`config.mk`:
```
export PLATFORM = sky130hd
export DESIGN_NAME = podu_top
export DESIGN_NICKNAME = d
export VERILOG_FILES = /design/src/podu_pkg.sv /design/src/podu_evt_if.sv /design/src/podu_pair_cmp.sv /design/src/podu_req_det.sv /design/src/podu_top.sv
export SDC_FILE = /design/constraint.sdc
export NUM_CORES = 1
export LEC_CHECK = 0
export BUFFER_PORTS_ARGS = -buffer_cell sky130_fd_sc_hd__buf_2
export CAP_MARGIN = 25
export CORE_ASPECT_RATIO = 1.75
export CORE_UTILIZATION = 54
export DETAILED_ROUTE_END_ITERATION = 16
export GPL_TIMING_DRIVEN = 0
export PLACE_DENSITY = 0.76
export SYNTH_ARGS = -nofsm -noshare
export SYNTH_HDL_FRONTEND = slang
export SYNTH_HIERARCHICAL = 1
export SYNTH_SLANG_ARGS = --single-unit
```
`constraint.sdc`:
```
create_clock -name ref_clk -period 2.2 [get_ports ref_clk]
set_clock_uncertainty 0.1 [all_clocks]
set_input_delay 0.11 -clock ref_clk [delete_from_list [all_inputs] [get_ports ref_clk]]
set_output_delay 0.11 -clock ref_clk [all_outputs]
set_load 0.01 [all_outputs]
```
`src/podu_pkg.sv`:
```
// shared constants, field layouts and types of the port output disable unit
package podu_pkg;

	// structure of the block
	localparam int REQ_N = 5;
	localparam int PAIR_N = 6;
	localparam int PIN_N = 16;
	localparam int ST_W = 12;
	localparam int ADDR_W = 8;
	localparam int DATA_W = 16;

	// low-level sampling: count of samples and sampling clock dividers
	localparam int LOW_SAMPLES = 16;
	localparam int DIV_8 = 8;
	localparam int DIV_16 = 16;
	localparam int DIV_128 = 128;
	localparam int PRESC_W = 7;

	// register byte offsets
	localparam logic [7:0] ADDR_ICSR_BASE = 8'h00;
	localparam logic [7:0] ADDR_ICSR_STEP = 8'h02;
	localparam logic [7:0] ADDR_SW_HIZ = 8'h0A;
	localparam logic [7:0] ADDR_OEC1 = 8'h0C;
	localparam logic [7:0] ADDR_OEC2 = 8'h0E;
	localparam logic [7:0] ADDR_ACT_LVL = 8'h10;
	localparam logic [7:0] ADDR_OSC_CTRL = 8'h12;
	localparam logic [7:0] ADDR_IRQ_STAT = 8'h14;
	localparam logic [7:0] ADDR_IRQ_CLR = 8'h16;
	localparam logic [7:0] ADDR_IRQ_EN = 8'h18;

	// input level control/status layout, same for every request input
	localparam int ICSR_MODE_LSB = 0;
	localparam int ICSR_HIZ_BIT = 8;
	localparam int ICSR_PIE_BIT = 9;
	localparam int ICSR_FLAG_BIT = 12;

	// software request bits
	localparam int SW_CH34_BIT = 0;
	localparam int SW_CH67_BIT = 1;
	localparam int SW_CH0_BIT = 2;

	// pairs: 3B/3D, 4A/4C, 4B/4D, 6B/6D, 7A/7C, 7B/7D
	localparam int PAIR_A_IDX [PAIR_N] = '{4, 6, 7, 10, 12, 13};
	localparam int PAIR_B_IDX [PAIR_N] = '{5, 8, 9, 11, 14, 15};
	localparam int PAIR_EN_BIT [PAIR_N] = '{10, 9, 8, 2, 1, 0};

	// pin groups
	localparam logic [15:0] CH0_MASK = 16'h000F;
	localparam logic [15:0] CH34_MASK = 16'h03F0;
	localparam logic [15:0] CH67_MASK = 16'hFC00;

	// status layout
	localparam int ST_REQ_LSB = 0;
	localparam int ST_PAIR_LSB = 5;
	localparam int ST_OSC_BIT = 11;

	// reset values
	localparam logic [15:0] ACT_LVL_RST = 16'hFFFF;

	// detection modes of a request input
	typedef enum logic [1:0] {
		PODU_MODE_FALL,
		PODU_MODE_LOW8,
		PODU_MODE_LOW16,
		PODU_MODE_LOW128
	} podu_mode_e;

endpackage : podu_pkg

```
`src/podu_evt_if.sv`:
```
// event carrier between the control core and its detectors
`timescale 1ns/1ns
interface podu_evt_if
	import podu_pkg::*;
();
	logic [2:0] tick;
	podu_mode_e mode [REQ_N];
	logic [REQ_N-1:0] req_det;
	logic [PIN_N-1:0] level;
	logic [PIN_N-1:0] active_level;
	logic [PAIR_N-1:0] short_det;

	modport ctrl (output tick, mode, level, active_level, input req_det, short_det);
	modport det (input tick, mode, output req_det);
	modport cmp (input level, active_level, output short_det);
endinterface : podu_evt_if

```
`src/podu_pair_cmp.sv`:
```
// short-circuit comparison of complementary output pairs
`timescale 1ns/1ns
module podu_pair_cmp
	import podu_pkg::*;
(
	input wire logic ref_clk,
	input wire logic reset_n,
	podu_evt_if.cmp evt
);
	logic [PAIR_N-1:0] short_r;
	logic [PAIR_N-1:0] short_nxt;

	// both members at their active level in the same cycle
	always_comb begin
		for (int j = 0; j < PAIR_N; j++) begin
			short_nxt[j] = (evt.level[PAIR_A_IDX[j]] == evt.active_level[PAIR_A_IDX[j]])
				&& (evt.level[PAIR_B_IDX[j]] == evt.active_level[PAIR_B_IDX[j]]);
		end
	end

	// one cycle of overlap is enough to report
	always_ff @(posedge ref_clk) begin
		if (!reset_n) begin
			short_r <= '0;
		end else begin
			short_r <= short_nxt;
		end
	end

	assign evt.short_det = short_r;

endmodule : podu_pair_cmp

```
`src/podu_req_det.sv`:
```
// request input synchronisers with falling-edge and low-level detection
`timescale 1ns/1ns
module podu_req_det
	import podu_pkg::*;
#(
	parameter int N = REQ_N,
	parameter int SAMPLES = LOW_SAMPLES
) (
	input wire logic ref_clk,
	input wire logic reset_n,
	input wire logic [N-1:0] req_in_n,
	podu_evt_if.det evt
);
	localparam int CW = $clog2(SAMPLES + 1);
	localparam logic [CW-1:0] CNT_FULL = CW'(SAMPLES);

	if (SAMPLES < 2 || N != REQ_N) begin : g_chk
		$error("podu_req_det: unsupported SAMPLES or N");
	end

	for (genvar i = 0; i < N; i++) begin : g_in
		logic [2:0] pipe_r; // stage 0, stage 1, previous
		logic [2:0] pipe_nxt;
		logic [CW-1:0] cnt_r;
		logic [CW-1:0] cnt_nxt;
		logic det_r;
		logic det_nxt;
		logic low_mode;
		logic tick_sel;

		// sample counting and edge detection
		always_comb begin
			low_mode = (evt.mode[i] != PODU_MODE_FALL);
			unique case (evt.mode[i])
				PODU_MODE_FALL: tick_sel = 1'b0;
				PODU_MODE_LOW8: tick_sel = evt.tick[0];
				PODU_MODE_LOW16: tick_sel = evt.tick[1];
				PODU_MODE_LOW128: tick_sel = evt.tick[2];
			endcase
			pipe_nxt = {pipe_r[1:0], req_in_n[i]};
			cnt_nxt = cnt_r;
			if (!low_mode) begin
				cnt_nxt = '0;
			end else if (tick_sel) begin
				if (pipe_r[1]) begin
					cnt_nxt = '0; // any high sample restarts the run
				end else if (cnt_r != CNT_FULL) begin
					cnt_nxt = cnt_r + 1'b1;
				end
			end
			if (low_mode) begin
				det_nxt = (cnt_nxt == CNT_FULL);
			end else begin
				det_nxt = pipe_r[2] & ~pipe_r[1];
			end
		end

		// registers, pins idle high
		always_ff @(posedge ref_clk) begin
			if (!reset_n) begin
				pipe_r <= 3'h7;
				cnt_r <= '0;
				det_r <= 1'b0;
			end else begin
				pipe_r <= pipe_nxt;
				cnt_r <= cnt_nxt;
				det_r <= det_nxt;
			end
		end

		assign evt.req_det[i] = det_r;

	end
endmodule : podu_req_det

```
`src/podu_top.sv`:
```
// port output disable unit: register file, hold-off logic and pin override
//
// Implementation choices: the register offsets and the address-and-strobe port.
`timescale 1ns/1ns
module podu_top
	import podu_pkg::*;
(
	input wire logic ref_clk,
	input wire logic reset_n,
	input wire logic [ADDR_W-1:0] reg_addr,
	input wire logic [DATA_W-1:0] reg_wdata,
	input wire logic reg_wr,
	input wire logic reg_rd,
	output logic [DATA_W-1:0] reg_rdata,
	input wire logic disable_req_in_0_n,
	input wire logic disable_req_in_4_n,
	input wire logic disable_req_in_8_n,
	input wire logic disable_req_in_10_n,
	input wire logic disable_req_in_11_n,
	input wire logic osc_stopped,
	input wire logic [PIN_N-1:0] timer_level,
	input wire logic [PIN_N-1:0] timer_oe,
	output logic [PIN_N-1:0] pin_level,
	output logic [PIN_N-1:0] pin_oe,
	output logic irq
);
	podu_evt_if evt ();

	// control and status state
	podu_mode_e mode_r [REQ_N];
	podu_mode_e mode_nxt [REQ_N];
	logic [REQ_N-1:0] req_hiz_en_r;
	logic [REQ_N-1:0] req_hiz_en_nxt;
	logic [REQ_N-1:0] pie_r;
	logic [REQ_N-1:0] pie_nxt;
	logic [2:0] sw_hiz_r;
	logic [2:0] sw_hiz_nxt;
	logic [3:0] oec1_r;
	logic [3:0] oec1_nxt;
	logic [PAIR_N-1:0] pair_en_r;
	logic [PAIR_N-1:0] pair_en_nxt;
	logic [PIN_N-1:0] act_lvl_r;
	logic [PIN_N-1:0] act_lvl_nxt;
	logic osc_hiz_en_r;
	logic osc_hiz_en_nxt;
	logic [ST_W-1:0] status_r;
	logic [ST_W-1:0] status_nxt;
	logic [ST_W-1:0] irq_en_r;
	logic [ST_W-1:0] irq_en_nxt;

	// synchroniser, prescaler and registered outputs
	logic [1:0] osc_sync_r;
	logic [1:0] osc_sync_nxt;
	logic [PRESC_W-1:0] presc_r;
	logic [PRESC_W-1:0] presc_nxt;
	logic [2:0] tick_r;
	logic [2:0] tick_nxt;
	logic [DATA_W-1:0] rdata_r;
	logic [DATA_W-1:0] rdata_nxt;
	logic [PIN_N-1:0] pin_level_r;
	logic [PIN_N-1:0] pin_oe_r;
	logic [PIN_N-1:0] pin_oe_nxt;
	logic irq_r;
	logic irq_nxt;

	// combinational helpers
	logic [ST_W-1:0] st_set;
	logic [ST_W-1:0] st_clr;
	logic [ST_W-1:0] irq_gate;
	logic [PAIR_N-1:0] pair_en_wr;
	logic global_hiz;
	logic [PIN_N-1:0] hiz;

	if (DIV_128 > (1 << PRESC_W) || PIN_N != 16 || ST_W != ST_OSC_BIT + 1) begin : g_chk
		$error("podu_top: constants do not fit the logic");
	end

	// register decode, used for every access
	function automatic logic hit(input logic [ADDR_W-1:0] addr, input logic [7:0] target);
		hit = (addr == target);
	endfunction : hit

	function automatic logic [7:0] icsr_addr(input int idx);
		icsr_addr = ADDR_ICSR_BASE + 8'(idx) * ADDR_ICSR_STEP;
	endfunction : icsr_addr

	// prescaler strobe for a power-of-two divider
	function automatic logic div_tick(input logic [PRESC_W-1:0] cnt, input int div);
		div_tick = ((cnt & PRESC_W'(div - 1)) == PRESC_W'(div - 1));
	endfunction : div_tick

	// detectors
	podu_req_det #(
		.N(REQ_N),
		.SAMPLES(LOW_SAMPLES)
	) u_req_det (
		.ref_clk(ref_clk),
		.reset_n(reset_n),
		.req_in_n({disable_req_in_11_n, disable_req_in_10_n, disable_req_in_8_n,
			disable_req_in_4_n, disable_req_in_0_n}),
		.evt(evt.det)
	);

	podu_pair_cmp u_pair_cmp (
		.ref_clk(ref_clk),
		.reset_n(reset_n),
		.evt(evt.cmp)
	);

	// detector feeds
	always_comb begin
		evt.tick = tick_r;
		evt.level = timer_level;
		evt.active_level = act_lvl_r;
		for (int i = 0; i < REQ_N; i++) begin
			evt.mode[i] = mode_r[i];
		end
	end

	// sampling clock strobes and oscillator stop synchroniser
	always_comb begin
		presc_nxt = presc_r + 1'b1;
		tick_nxt[0] = div_tick(presc_r, DIV_8);
		tick_nxt[1] = div_tick(presc_r, DIV_16);
		tick_nxt[2] = div_tick(presc_r, DIV_128);
		osc_sync_nxt = {osc_sync_r[0], osc_stopped};
	end

	always_ff @(posedge ref_clk) begin
		if (!reset_n) begin
			presc_r <= '0;
			tick_r <= '0;
			osc_sync_r <= '0;
		end else begin
			presc_r <= presc_nxt;
			tick_r <= tick_nxt;
			osc_sync_r <= osc_sync_nxt;
		end
	end

	// register writes and sticky status
	always_comb begin
		mode_nxt = mode_r;
		req_hiz_en_nxt = req_hiz_en_r;
		pie_nxt = pie_r;
		sw_hiz_nxt = sw_hiz_r;
		oec1_nxt = oec1_r;
		pair_en_nxt = pair_en_r;
		act_lvl_nxt = act_lvl_r;
		osc_hiz_en_nxt = osc_hiz_en_r;
		irq_en_nxt = irq_en_r;
		st_clr = '0;
		for (int j = 0; j < PAIR_N; j++) begin
			pair_en_wr[j] = reg_wdata[PAIR_EN_BIT[j]];
		end
		if (reg_wr) begin
			for (int i = 0; i < REQ_N; i++) begin
				if (hit(reg_addr, icsr_addr(i))) begin
					mode_nxt[i] = podu_mode_e'(reg_wdata[ICSR_MODE_LSB +: 2]);
					req_hiz_en_nxt[i] = reg_wdata[ICSR_HIZ_BIT];
					pie_nxt[i] = reg_wdata[ICSR_PIE_BIT];
				end
			end
			if (hit(reg_addr, ADDR_SW_HIZ)) begin
				sw_hiz_nxt = reg_wdata[2:0];
			end
			if (hit(reg_addr, ADDR_OEC1)) begin
				oec1_nxt = reg_wdata[3:0];
			end
			if (hit(reg_addr, ADDR_OEC2)) begin
				pair_en_nxt = pair_en_wr;
			end
			if (hit(reg_addr, ADDR_ACT_LVL)) begin
				act_lvl_nxt = reg_wdata;
			end
			if (hit(reg_addr, ADDR_OSC_CTRL)) begin
				osc_hiz_en_nxt = reg_wdata[0];
			end
			if (hit(reg_addr, ADDR_IRQ_CLR)) begin
				st_clr = reg_wdata[ST_W-1:0];
			end
			if (hit(reg_addr, ADDR_IRQ_EN)) begin
				irq_en_nxt = reg_wdata[ST_W-1:0];
			end
		end
		st_set = '0;
		st_set[ST_REQ_LSB +: REQ_N] = evt.req_det;
		st_set[ST_PAIR_LSB +: PAIR_N] = evt.short_det;
		st_set[ST_OSC_BIT] = osc_sync_r[1];
		status_nxt = (status_r & ~st_clr) | st_set;
	end

	always_ff @(posedge ref_clk) begin
		if (!reset_n) begin
			for (int i = 0; i < REQ_N; i++) begin
				mode_r[i] <= PODU_MODE_FALL;
			end
			req_hiz_en_r <= '0;
			pie_r <= '0;
			sw_hiz_r <= '0;
			oec1_r <= '0;
			pair_en_r <= '0;
			act_lvl_r <= ACT_LVL_RST;
			osc_hiz_en_r <= 1'b0;
			status_r <= '0;
			irq_en_r <= '0;
		end else begin
			mode_r <= mode_nxt;
			req_hiz_en_r <= req_hiz_en_nxt;
			pie_r <= pie_nxt;
			sw_hiz_r <= sw_hiz_nxt;
			oec1_r <= oec1_nxt;
			pair_en_r <= pair_en_nxt;
			act_lvl_r <= act_lvl_nxt;
			osc_hiz_en_r <= osc_hiz_en_nxt;
			status_r <= status_nxt;
			irq_en_r <= irq_en_nxt;
		end
	end

	// pin override, read data and interrupt
	always_comb begin
		global_hiz = |(status_r[ST_REQ_LSB +: REQ_N] & req_hiz_en_r)
			| |(status_r[ST_PAIR_LSB +: PAIR_N] & pair_en_r)
			| (status_r[ST_OSC_BIT] & osc_hiz_en_r);
		hiz = '0;
		hiz[3:0] = ({4{global_hiz}} & oec1_r) | {4{sw_hiz_r[SW_CH0_BIT]}};
		hiz = hiz | ({PIN_N{global_hiz | sw_hiz_r[SW_CH34_BIT]}} & CH34_MASK);
		hiz = hiz | ({PIN_N{global_hiz | sw_hiz_r[SW_CH67_BIT]}} & CH67_MASK);
		pin_oe_nxt = timer_oe & ~hiz;
		irq_gate = irq_en_r;
		irq_gate[ST_REQ_LSB +: REQ_N] = irq_en_r[ST_REQ_LSB +: REQ_N] & pie_r;
		irq_nxt = |(status_r & irq_gate);
		rdata_nxt = '0;
		if (reg_rd) begin
			for (int i = 0; i < REQ_N; i++) begin
				if (hit(reg_addr, icsr_addr(i))) begin
					rdata_nxt[ICSR_MODE_LSB +: 2] = mode_r[i];
					rdata_nxt[ICSR_HIZ_BIT] = req_hiz_en_r[i];
					rdata_nxt[ICSR_PIE_BIT] = pie_r[i];
					rdata_nxt[ICSR_FLAG_BIT] = status_r[ST_REQ_LSB + i];
				end
			end
			if (hit(reg_addr, ADDR_SW_HIZ)) begin
				rdata_nxt[2:0] = sw_hiz_r;
			end
			if (hit(reg_addr, ADDR_OEC1)) begin
				rdata_nxt[3:0] = oec1_r;
			end
			if (hit(reg_addr, ADDR_OEC2)) begin
				for (int j = 0; j < PAIR_N; j++) begin
					rdata_nxt[PAIR_EN_BIT[j]] = pair_en_r[j];
				end
			end
			if (hit(reg_addr, ADDR_ACT_LVL)) begin
				rdata_nxt = act_lvl_r;
			end
			if (hit(reg_addr, ADDR_OSC_CTRL)) begin
				rdata_nxt[0] = osc_hiz_en_r;
			end
			if (hit(reg_addr, ADDR_IRQ_STAT)) begin
				rdata_nxt[ST_W-1:0] = status_r;
			end
			if (hit(reg_addr, ADDR_IRQ_EN)) begin
				rdata_nxt[ST_W-1:0] = irq_en_r;
			end
		end
	end

	always_ff @(posedge ref_clk) begin
		if (!reset_n) begin
			pin_level_r <= '0;
			pin_oe_r <= '0;
			irq_r <= 1'b0;
			rdata_r <= '0;
		end else begin
			pin_level_r <= timer_level;
			pin_oe_r <= pin_oe_nxt;
			irq_r <= irq_nxt;
			rdata_r <= rdata_nxt;
		end
	end

	assign pin_level = pin_level_r;
	assign pin_oe = pin_oe_r;
	assign irq = irq_r;
	assign reg_rdata = rdata_r;
endmodule : podu_top

```
## After elaboration in Yosys (flattened, before gate mapping)

Cells that the tools add are included.

- $add $sub $neg: 6
- $mul: 0
- Div/mod/pow operators: 0
- Order comparisons: 0
- Equality and inequality tests: 52
- Shift operators: 0
- Multiplexer cells: 55
- Bitwise logic cells: 28
- Reduce and logical (&&, ||, !) cells: 33

Operators by type and width:

| cell | count |
|---|---|
| $mux 5 | 20 |
| $mux 12 | 4 |
| $eq 8x5->1 const B | 5 |
| $eq 8x4->1 const B | 4 |
| $add 5x1->5 const B | 5 |
| $eq 5x5->1 const B | 5 |
| $ne 5x5->1 const B | 5 |
| $and 12x12->12 | 2 |
| $reduce_and 2->1 | 12 |
| $eq 2x2->1 const B | 10 |
| $mux 2 | 10 |
| $pmux 1 s4 | 5 |
| $and 16x16->16 | 1 |
| $eq 8x3->1 const B | 2 |
| $not 16->16 | 1 |
| $or 10x16->16 | 1 |
| $mux 13 | 1 |
| $eq 1x1->1 | 12 |
| $not 12->12 | 1 |
| $or 12x12->12 | 1 |
| $reduce_or 12->1 | 1 |
| $mux 1 | 11 |
| $and 5x5->5 | 2 |
| $eq 2x1->1 const B | 5 |
| 21 further kinds | 48 |

- Register bits: 186
- Latch bits: 0
- Memory bits (writable): 0
- Bits in read-only memories: 0
- Logic and storage cells: 220
- Memories: 0

## Longest topological paths before layout

Gate-level depths: netlist of run 1.

- Depth in word-level cells: 13
- Depth in mapped cells: 8
- Mapped depth without buffers: 8

## Modules after synthesis

The synthesis of run 1 kept the hierarchy.

By module, submodules not included:

| module | instances | cells each | area an instance (sq um) | sequential area each (sq um) |
|---|---|---|---|---|
| podu_top | 1 | 560 | 5517.8 | 2702.6 |
| podu_req_det | 1 | 275 | 2341.0 | 900.9 |
| podu_pair_cmp | 1 | 24 | 262.8 | 120.1 |

## Worst setup path after synthesis of run 1

No wires, ideal clock.

- Kind: register -> register
- Start: register mode_r (netlist bit evt.mode[3])
- End: register u_req_det.g_in[3].det_r
- Library setup time: 84 ps
- Arrival: 1798 ps
- Slack: 218 ps
- Stages on the path, launching flop included: 7
- Path buffers: 0
- Clock period less this slack: 1982 ps
- Path through: dfxtp_1 mux2i_1 a21o_1 mux2i_1 a21oi_1 or4_1 o31ai_2

- Longest elaborated chain between the ends: 6

RTL lines:

| element | RTL line | RTL |
|---|---|---|
| start: declaration | podu_top.sv:30 | `podu_mode_e mode_r [REQ_N];` |
| start signal: assignment | podu_top.sv:208 | `mode_r <= mode_nxt;` |
| $eq 2x2->1, or another cell as far along | podu_req_det.sv:34 | `unique case (evt.mode[i])` |
| $pmux 1 s4 | podu_req_det.sv:34 |  |
| $mux 5 | podu_req_det.sv:44 | `end else if (tick_sel) begin` |
| $mux 5 | podu_req_det.sv:42 | `if (!low_mode) begin` |
| $eq 5x5->1 | podu_req_det.sv:52 | `det_nxt = (cnt_nxt == CNT_FULL);` |
| $mux 1 * | podu_req_det.sv:51 | `if (low_mode) begin` |
| end signal: assignment | podu_req_det.sv:67 | `det_r <= det_nxt;` |
| end: declaration | podu_req_det.sv:26 | `logic det_r;` |

Mark *: on every way between the ends. The rest lies on a longest branch, timed or not.
A chain may end at the register's enable or synchronous reset.

## Final worst setup path of run 1

- Start: register tick_r[1] (netlist: evt.tick[1])
- End: register u_req_det.g_in[4].det_r

- Longest elaborated chain between the ends: 5

RTL lines:

| element | RTL line | RTL |
|---|---|---|
| start: declaration | podu_top.sv:56 | `logic [2:0] tick_r;` |
| start signal: assignment | podu_top.sv:136 | `tick_r <= tick_nxt;` |
| $pmux 1 s4 | podu_req_det.sv:34 |  |
| $mux 5 | podu_req_det.sv:44 |  |
| $mux 5 | podu_req_det.sv:42 |  |
| $eq 5x5->1 | podu_req_det.sv:52 |  |
| $mux 1 | podu_req_det.sv:51 |  |
| end signal: assignment | podu_req_det.sv:67 |  |
| end: declaration | podu_req_det.sv:26 |  |

No other way between the ends.

==> flow_summary.json, run 1 <==
{
  "initial_core_util_pct": 55.0,
  "grt_pass1_vias": 6834,
  "drtIter0Drc": 425,
  "finalSetupViolCount": 0,
  "r2r-start": "evt.tick[1]$_SDFF_PN0_",
  "tightest_slew_ps": 917,
  "ys_seq_area_share_pct": 45.8,
  "ys_async_sr_fraction_pct": 0,
  "vias": 7099,
  "dieHeight_um": 164,
  "synthFlopType": "dfxtp_1",
  "post-route-util_pct": 67.9,
  "syn_avg_cell_area_um2": 9.45,
  "routed_wl_um": 23300,
  "dr.pass1.iters": 5,
  "synth-edff-count": 0,
  "hp-class": "input pin to flip-flop",
  "vdd_drop_max_v": 0.000430,
  "crit_chain": "nand2_1, mux2_2, or4_1, a21oi_1, o2111ai_1, o32ai_1",
  "gp_congestion": 1.00,
  "hold_slack_ps": 68.5,
  "relSlewSlack_pct": 38.4,
  "finalWorstSetupSlack_ps": 49.2,
  "cp_max_fo": 7,
  "worstReg2RegEnd": "u_req_det/g_in[4].det_r$_SDFF_PN0_",
  "arrival_ps": 2390,
  "p_total_uw": 6980,
  "cts_tree": "yes",
  "clock_sinks": 186,
  "maxCapViolations": 0,
  "critPathKind": "flip-flop to flip-flop",
  "reg2reg_setup_slack_ps": 50,
  "fillerInstances": 1229,
  "cp-start-kind": "flip-flop",
  "holdPathEnd": "reg_rdata[2]$_SDFF_PN0_",
  "io_pins": 115,
  "synthCells": 859,
  "grtUsageTotal_pct": 30.8,
  "cp.required_ps": 2440,
  "crit_slowest_cell": "dfxtp_1",
  "dieArea_um2": 15600,
  "die_w_um": 94.7,
  "period_share_pct": 97.8,
  "drive_gt1_share_pct": 17.2,
  "drv_slew": 0,
  "ff2ff_path_depth": 6,
  "syn-num-nets": 937,
  "fmax_mhz": 465,
  "leakage_uw": 0.00428,
  "status": "finished clean",
  "antennaDiodeCount": 0,
  "drt-vias-per-instance": 5.73,
  "clk_latency_ps": 440,
  "rsz0062_at_grt": "true",
  "ys_warn_count": 6,
  "cp-end-kind": "flip-flop",
  "fin_nets": 1121,
  "cts_buffers": 17,
  "synth.distinct_cells": 69,
  "power.density_nw_per_um2": 696,
  "htreeDepth": 4,
  "cpPeakStageDelay_ps": 540,
  "overflow": 0,
  "coreArea_um2": 14800,
  "area_delta_synth_final_pct": 23.5,
  "min_from": "reg_addr[0]",
  "hpwl_um": 16600,
  "drc": 0,
  "antenna_left": 0,
  "whs_path_depth": 4,
  "cts-root-buf": "clkbuf_16",
  "final_cell_mix": "dfxtp_1, buf_2, mux2i_1, nor2b_1, nand2_1",
  "avgRoutedWirePerCell_um": 18.8,
  "std_cell_rows": 59,
  "clk_path_buf_depth": 2,
  "grt_start_max_net_pins": 20,
  "portBuffers": 111,
  "place_ws_ps": -151,
  "clkTransAtPathRegs_ps": 80,
  "final_common_cell": "dfxtp_1",
  "antenna_found_initial": 0,
  "grt_pass1_wl_um": 35700,
  "synth_seq_cells": 186,
  "syn_area_um2": 8120,
  "hold_violations": 0,
  "fin_crit_ps": 2150
}
==> per-layer routing <==
layer  global-route usage [%]  vias to the layer above  wire (um)
met2                     56.5                      289      12300
met3                     5.88                       88       1190
met5                        0                        -          0
met4                     20.2                        0       1480
met1                     30.5                     3345       8290
li1                         -                     3377          -
==> sequential cells by signal, indices dropped and copies added, names as in the netlist <==
name	cells
act_lvl_r	16
evt.mode	10
evt.tick	3
irq	1
irq_en_r	12
oec1_r	4
osc_hiz_en_r	1
osc_sync_r	2
pair_en_r	6
pie_r	5
pin_level	16
pin_oe	16
presc_r	7
reg_rdata	16
req_hiz_en_r	5
status_r	12
sw_hiz_r	3
u_pair_cmp/evt.short_det	6
u_req_det/g_in.cnt_r	25
u_req_det/g_in.det_r	5
u_req_det/g_in.pipe_r	15
==> power breakdown <==
| part | switching (uW) | total (uW) | leakage, uW | internal [uW] |
|---|---|---|---|---|
| Sequential | 41.0 | 3470 | 0.00152 | 3430 |
| Combinational | 268 | 503 | 0.00249 | 234 |
| Clock | 1480 | 3000 | 0.000277 | 1520 |
| Total | 1790 | 6980 | 0.00428 | 5180 |
==> metrics by stage <==
stage | std cells | area [um^2] | TNS [ps]
CTS | 1238 | 10000 | 0
detailed placement | 1153 | 8910 | -208
floorplan | 859 | 8120 | 0
global route | 1239 | 10000 | -19.5
finish | 1239 | 10000 | 0
global placement | 1153 | 8910 | -428
==> worst max-delay path by stage <==
stage / from / end / slack [ps]
finish: evt.tick[1]$_SDFF_PN0_ / u_req_det/g_in[4].det_r$_SDFF_PN0_ / 50
global route: evt.tick[2]$_SDFF_PN0_ / u_req_det/g_in[3].det_r$_SDFF_PN0_ / -20
CTS: evt.mode[3]$_SDFFE_PN0P_ / u_req_det/g_in[3].det_r$_SDFF_PN0_ / 60
detailed placement: reg_addr[2] / reg_rdata[3]$_SDFF_PN0_ / -150
global placement: reg_addr[2] / reg_rdata[3]$_SDFF_PN0_ / -270
floorplan: evt.mode[3]$_SDFFE_PN0P_ / u_req_det/g_in[3].det_r$_SDFF_PN0_ / 220
==> critical path: cells and delay by family, from the launching register on <==
kind	cells	cell delay, ps
flip-flops	1	540
multiplexers	1	340
AND/OR/NAND/NOR	2	600
AO/OA/AOI/OAI	3	460
==> final cells by class <==
cell class / count / area [um^2] / area share, %
buffer: 47 / 230 / 2.30
clock buffer: 18 / 429 / 4.28
clock inverter: 14 / 148 / 1.47
inverter: 17 / 63.8 / 0.636
multi-input combinational: 609 / 4110 / 41.0
sequential: 186 / 3730 / 37.2
tap: 183 / 229 / 2.28
timing repair buffer: 165 / 1090 / 10.9
==> synth_stat cells (6+ instances only) <==
cell	n	area [um^2]
a21oi_1	34	170
xnor2_1	23	201
nand3_1	44	220
mux2i_1	64	641
nor2_1	48	180
o21ai_1	7	35.0
o22ai_1	9	56.3
o21ai_0	20	100
nand2b_1	20	125
nor3_1	12	60.1
buf_2	8	40.0
clkbuf_1	24	90.1
a21boi_0	12	90.1
o21a_1	16	120
inv_1	16	60.1
nor2b_1	60	375
nand2_1	57	214
a211oi_1	6	45.0
ha_1	12	150
and3_1	19	119
a221oi_1	7	61.3
a22oi_1	8	60.1
and2_1	47	294
dfxtp_1	186	3720
==> timing repair <==
| action | CTS | global route |
|---|---|---|
| hold endpoints to repair | 81 | 0 |
| resized for setup | 1 | 2 |
| hold buffers | 53 | 0 |
| buffers inserted | 0 | 1 |
| endpoints found under the setup margin | 1 | 7 |
==> cell families after synthesis <==
| logic type | count (synthesis) | synth area share (%) |
|---|---|---|
| simple gates | 349 | 24.4 |
| flops | 186 | 45.8 |
| compound gates | 152 | 12.5 |
| mux | 71 | 9.14 |
| buf+inv | 64 | 3.62 |
| xor+xnor | 25 | 2.70 |
| fa+ha+maj | 12 | 1.85 |
Note: power is estimated with default switching activity, not from simulation.
==> run 2, diff against run 1 <==
--- a/config.mk
+++ b/config.mk
@@ -5,13 +5,13 @@
 export SDC_FILE = /design/constraint.sdc
 export NUM_CORES = 1
 export LEC_CHECK = 0
+export ABC_AREA = 1
 export BUFFER_PORTS_ARGS = -buffer_cell sky130_fd_sc_hd__buf_2
 export CAP_MARGIN = 25
 export CORE_ASPECT_RATIO = 1.75
-export CORE_UTILIZATION = 54
+export CORE_UTILIZATION = 45
 export DETAILED_ROUTE_END_ITERATION = 16
 export GPL_TIMING_DRIVEN = 0
-export PLACE_DENSITY = 0.76
 export SYNTH_ARGS = -nofsm -noshare
 export SYNTH_HDL_FRONTEND = slang
 export SYNTH_HIERARCHICAL = 1
==> flow_summary.json, run 2 <==
{
  "pwr-share-seq_pct": 48.7,
  "cp.required_ps": 2370,
  "place_area_um2": 9200,
  "p_total_uw": 7110,
  "drc": 0,
  "status": "finished clean",
  "cp-start-kind": "input pin",
  "p_comb_share_pct": 6.5,
  "power.density_nw_per_um2": 687,
  "clk_latency_ps": 430,
  "syn_avg_cell_area_um2": 7.08,
  "antenna_found_initial": 0,
  "fin_nets": 1442,
  "vias": 8137,
  "clock_sinks": 186,
  "cp_top_family": "buffers and inverters",
  "htreeDepth": 4,
  "drt-vias-per-instance": 5.05,
  "grtUsageTotal_pct": 26.1,
  "std_cell_rows": 65,
  "dieHeight_um": 182,
  "cts_tree": "yes",
  "ys_seq_area_share_pct": 44.6,
  "syn-num-nets": 1256,
  "clk_path_buf_depth": 2,
  "die_w_um": 105,
  "synthFlopType": "dfxtp_1",
  "fmax_mhz": 484,
  "antennaDiodeCount": 0,
  "drtIter0Drc": 439,
  "syn_area_um2": 8340,
  "relSlewSlack_pct": 28.4,
  "hp-class": "input pin to flip-flop",
  "drive_gt1_share_pct": 14.8,
  "fin_crit_ps": 2060,
  "final_common_cell": "nand2_1",
  "grt_start_max_net_pins": 18,
  "synth-edff-count": 0,
  "arrival_ps": 2230,
  "synthTopCellsByArea": "dfxtp_1, nand2_1, inv_1",
  "cts-root-buf": "clkbuf_16",
  "cts_buffers": 17,
  "coreArea_um2": 18100,
  "portBuffers": 112,
  "synth.distinct_cells": 41,
  "hold_slack_ps": 64.6,
  "dieArea_um2": 19100,
  "cp-end-kind": "flip-flop",
  "rsz0062_at_grt": "false",
  "ys_warn_count": 6,
  "ys_async_sr_fraction_pct": 0,
  "initial_core_util_pct": 46.2,
  "final_cell_mix": "nand2_1, inv_1, dfxtp_1, nor2_1, buf_2",
  "critPathKind": "input pin to flip-flop",
  "area_delta_synth_final_pct": 24.1,
  "path_buf_inv": 4,
  "gp_congestion": 0.913,
  "dr.pass1.iters": 5,
  "hpwl_um": 18100,
  "crit_slowest_cell": "clkbuf_1",
  "io_pins": 115,
  "clkTransAtPathRegs_ps": 70,
  "grt_pass1_vias": 7757,
  "layout.cells.non_filler": 1611,
  "maxCapViolations": 0,
  "grt_pass1_wl_um": 38500,
  "synthCells": 1178,
  "drv_slew": 0,
  "p_int_uw": 5400,
  "cp_common_cell": "clkbuf_1",
  "clockPowerShare_pct": 44.8,
  "period_share_pct": 93.8,
  "synth_top_area_share_pct": 44.6,
  "leakage_uw": 0.00501,
  "vdd_drop_max_v": 0.000494,
  "post-synth-top-count-cell": "nand2_1",
  "fin_setup_tns_ps": 0,
  "crit_chain": "dlygate4sd3_1, buf_2, clkbuf_1, clkbuf_1, o221ai_1",
  "largest_register_ffs": 25,
  "power.net_switching_uw": 1710,
  "ys_top_cells_by_count": "nand2_1, inv_1, dfxtp_1, nor2_1, nand3_1",
  "routed_wl_um": 24300,
  "dp.cells": 1524,
  "finalSetupViolCount": 0,
  "synth_top_area_cell": "dfxtp_1",
  "cpPeakStageDelay_ps": 540,
  "avgRoutedWirePerCell_um": 15.1,
  "post_cts_resized": 0,
  "fillerInstances": 1816,
  "p_sw_share_pct": 24.1,
  "top_register": "u_req_det/g_in.cnt_r",
  "antenna_left": 0,
  "overflow": 0,
  "hold_violations": 0,
  "cp_max_fo": 13,
  "tightest_slew_ps": 1060,
  "fin_area_um2": 10400,
  "synth_seq_cells": 186
}
run 2: cell types whose count changed after synthesis, moves of 16 or more:
| cell | before | now |
|---|---|---|
| o21a_1 | 16 | 0 |
| nand2b_1 | 20 | 0 |
| nor2_1 | 48 | 128 |
| and2_1 | 47 | 0 |
| nand2_1 | 57 | 285 |
| xnor2_1 | 23 | 0 |
| nand4_1 | 3 | 21 |
| a21oi_1 | 34 | 65 |
| nand3_1 | 44 | 99 |
| o21ai_0 | 20 | 53 |
| mux2i_1 | 64 | 0 |
| nor2b_1 | 60 | 0 |
| inv_1 | 16 | 198 |
| and3_1 | 19 | 0 |
run 2: stage by stage:
step | utilization [%] | setup slack, ps
floorplan | - | 818
global placement | 50.9 | 219
detailed placement | 50.9 | 221
CTS | 57.3 | 161
global route | 57.3 | 8.25
finish | 57.3 | 136
run 2: metal layers:
metal / up-vias / track usage, % / part of all wire [%]
met5: - / 0 / 0
met4: 0 / 15.0 / 4.9
met3: 71 / 3.36 / 3.7
met2: 223 / 51.1 / 55
met1: 3731 / 25.7 / 37
li1: 4112 / - / -
run 2: worst reg2reg max path, cell delays in order (launching register included):
cell	delay [ps]
dfxtp_1	350
inv_1	80
o22ai_1	70
a221oi_1	300
o2111ai_1	440
nor2_1	260
nand2_1	180
nor2_1	140
run 2: timing repair:
action                                  in CTS  in global routing
hold buffers                                55                  0
endpoints found under the hold margin       84                  0
endpoints found under the setup margin       0                  0
setup buffers                                0                  0
run 2: kinds of logic (layout without fill, tap and decap cells):
group                    after synthesis  count (layout)  synth area share [%]
XOR/XNOR                               1               1                 0.195
adder cells (fa/ha/maj)               12              12                  1.80
AO/OA/AOI/OAI                        164             164                  11.4
flip-flops                           186             186                  44.6
AND/OR/NAND/NOR                      574             574                  30.1
buffers and inverters                241             440                  11.8
run 2: worst paths after layout:
path                                               start                   endpoint  slack, ps  cells past startpoint
worst max-delay path                             reset_n  act_lvl_r[6]$_SDFFE_PN1P_        140                      5
worst min-delay path                         reg_addr[5]  osc_hiz_en_r$_SDFFE_PN0P_         60                      4
worst max register to register    status_r[3]$_SDFF_PN0_       pin_oe[9]$_SDFF_PN0_        210                      7
worst min register to register  osc_sync_r[0]$_SDFF_PN0_   osc_sync_r[1]$_SDFF_PN0_        310                      2
run 2: power by group through the flow:
| stage | Sequential, uW | Clock [uW] | Combinational, uW |
|---|---|---|---|
| 6_report | 3460 | 3190 | 465 |
| 2_1_floorplan | 3550 | 0 | 180 |
| 3_3_place_gp | 3540 | 0 | 385 |
| 4_1_cts | 3460 | 3230 | 466 |
| 5_1_grt | 3470 | 3370 | 513 |
| 3_5_place_dp | 3540 | 0 | 388 |
run 2: area by class of cell:
type | instances | area, um^2 | share of cell area (%)
Buffer | 37 | 218 | 2.10
Clock buffer | 19 | 453 | 4.38
Clock inverter | 13 | 154 | 1.49
Inverter | 204 | 771 | 7.45
Multi-Input combinational cell | 751 | 3630 | 35.1
Sequential cell | 186 | 3720 | 36.0
Tap cell | 234 | 293 | 2.83
Timing Repair Buffer | 167 | 1110 | 10.7
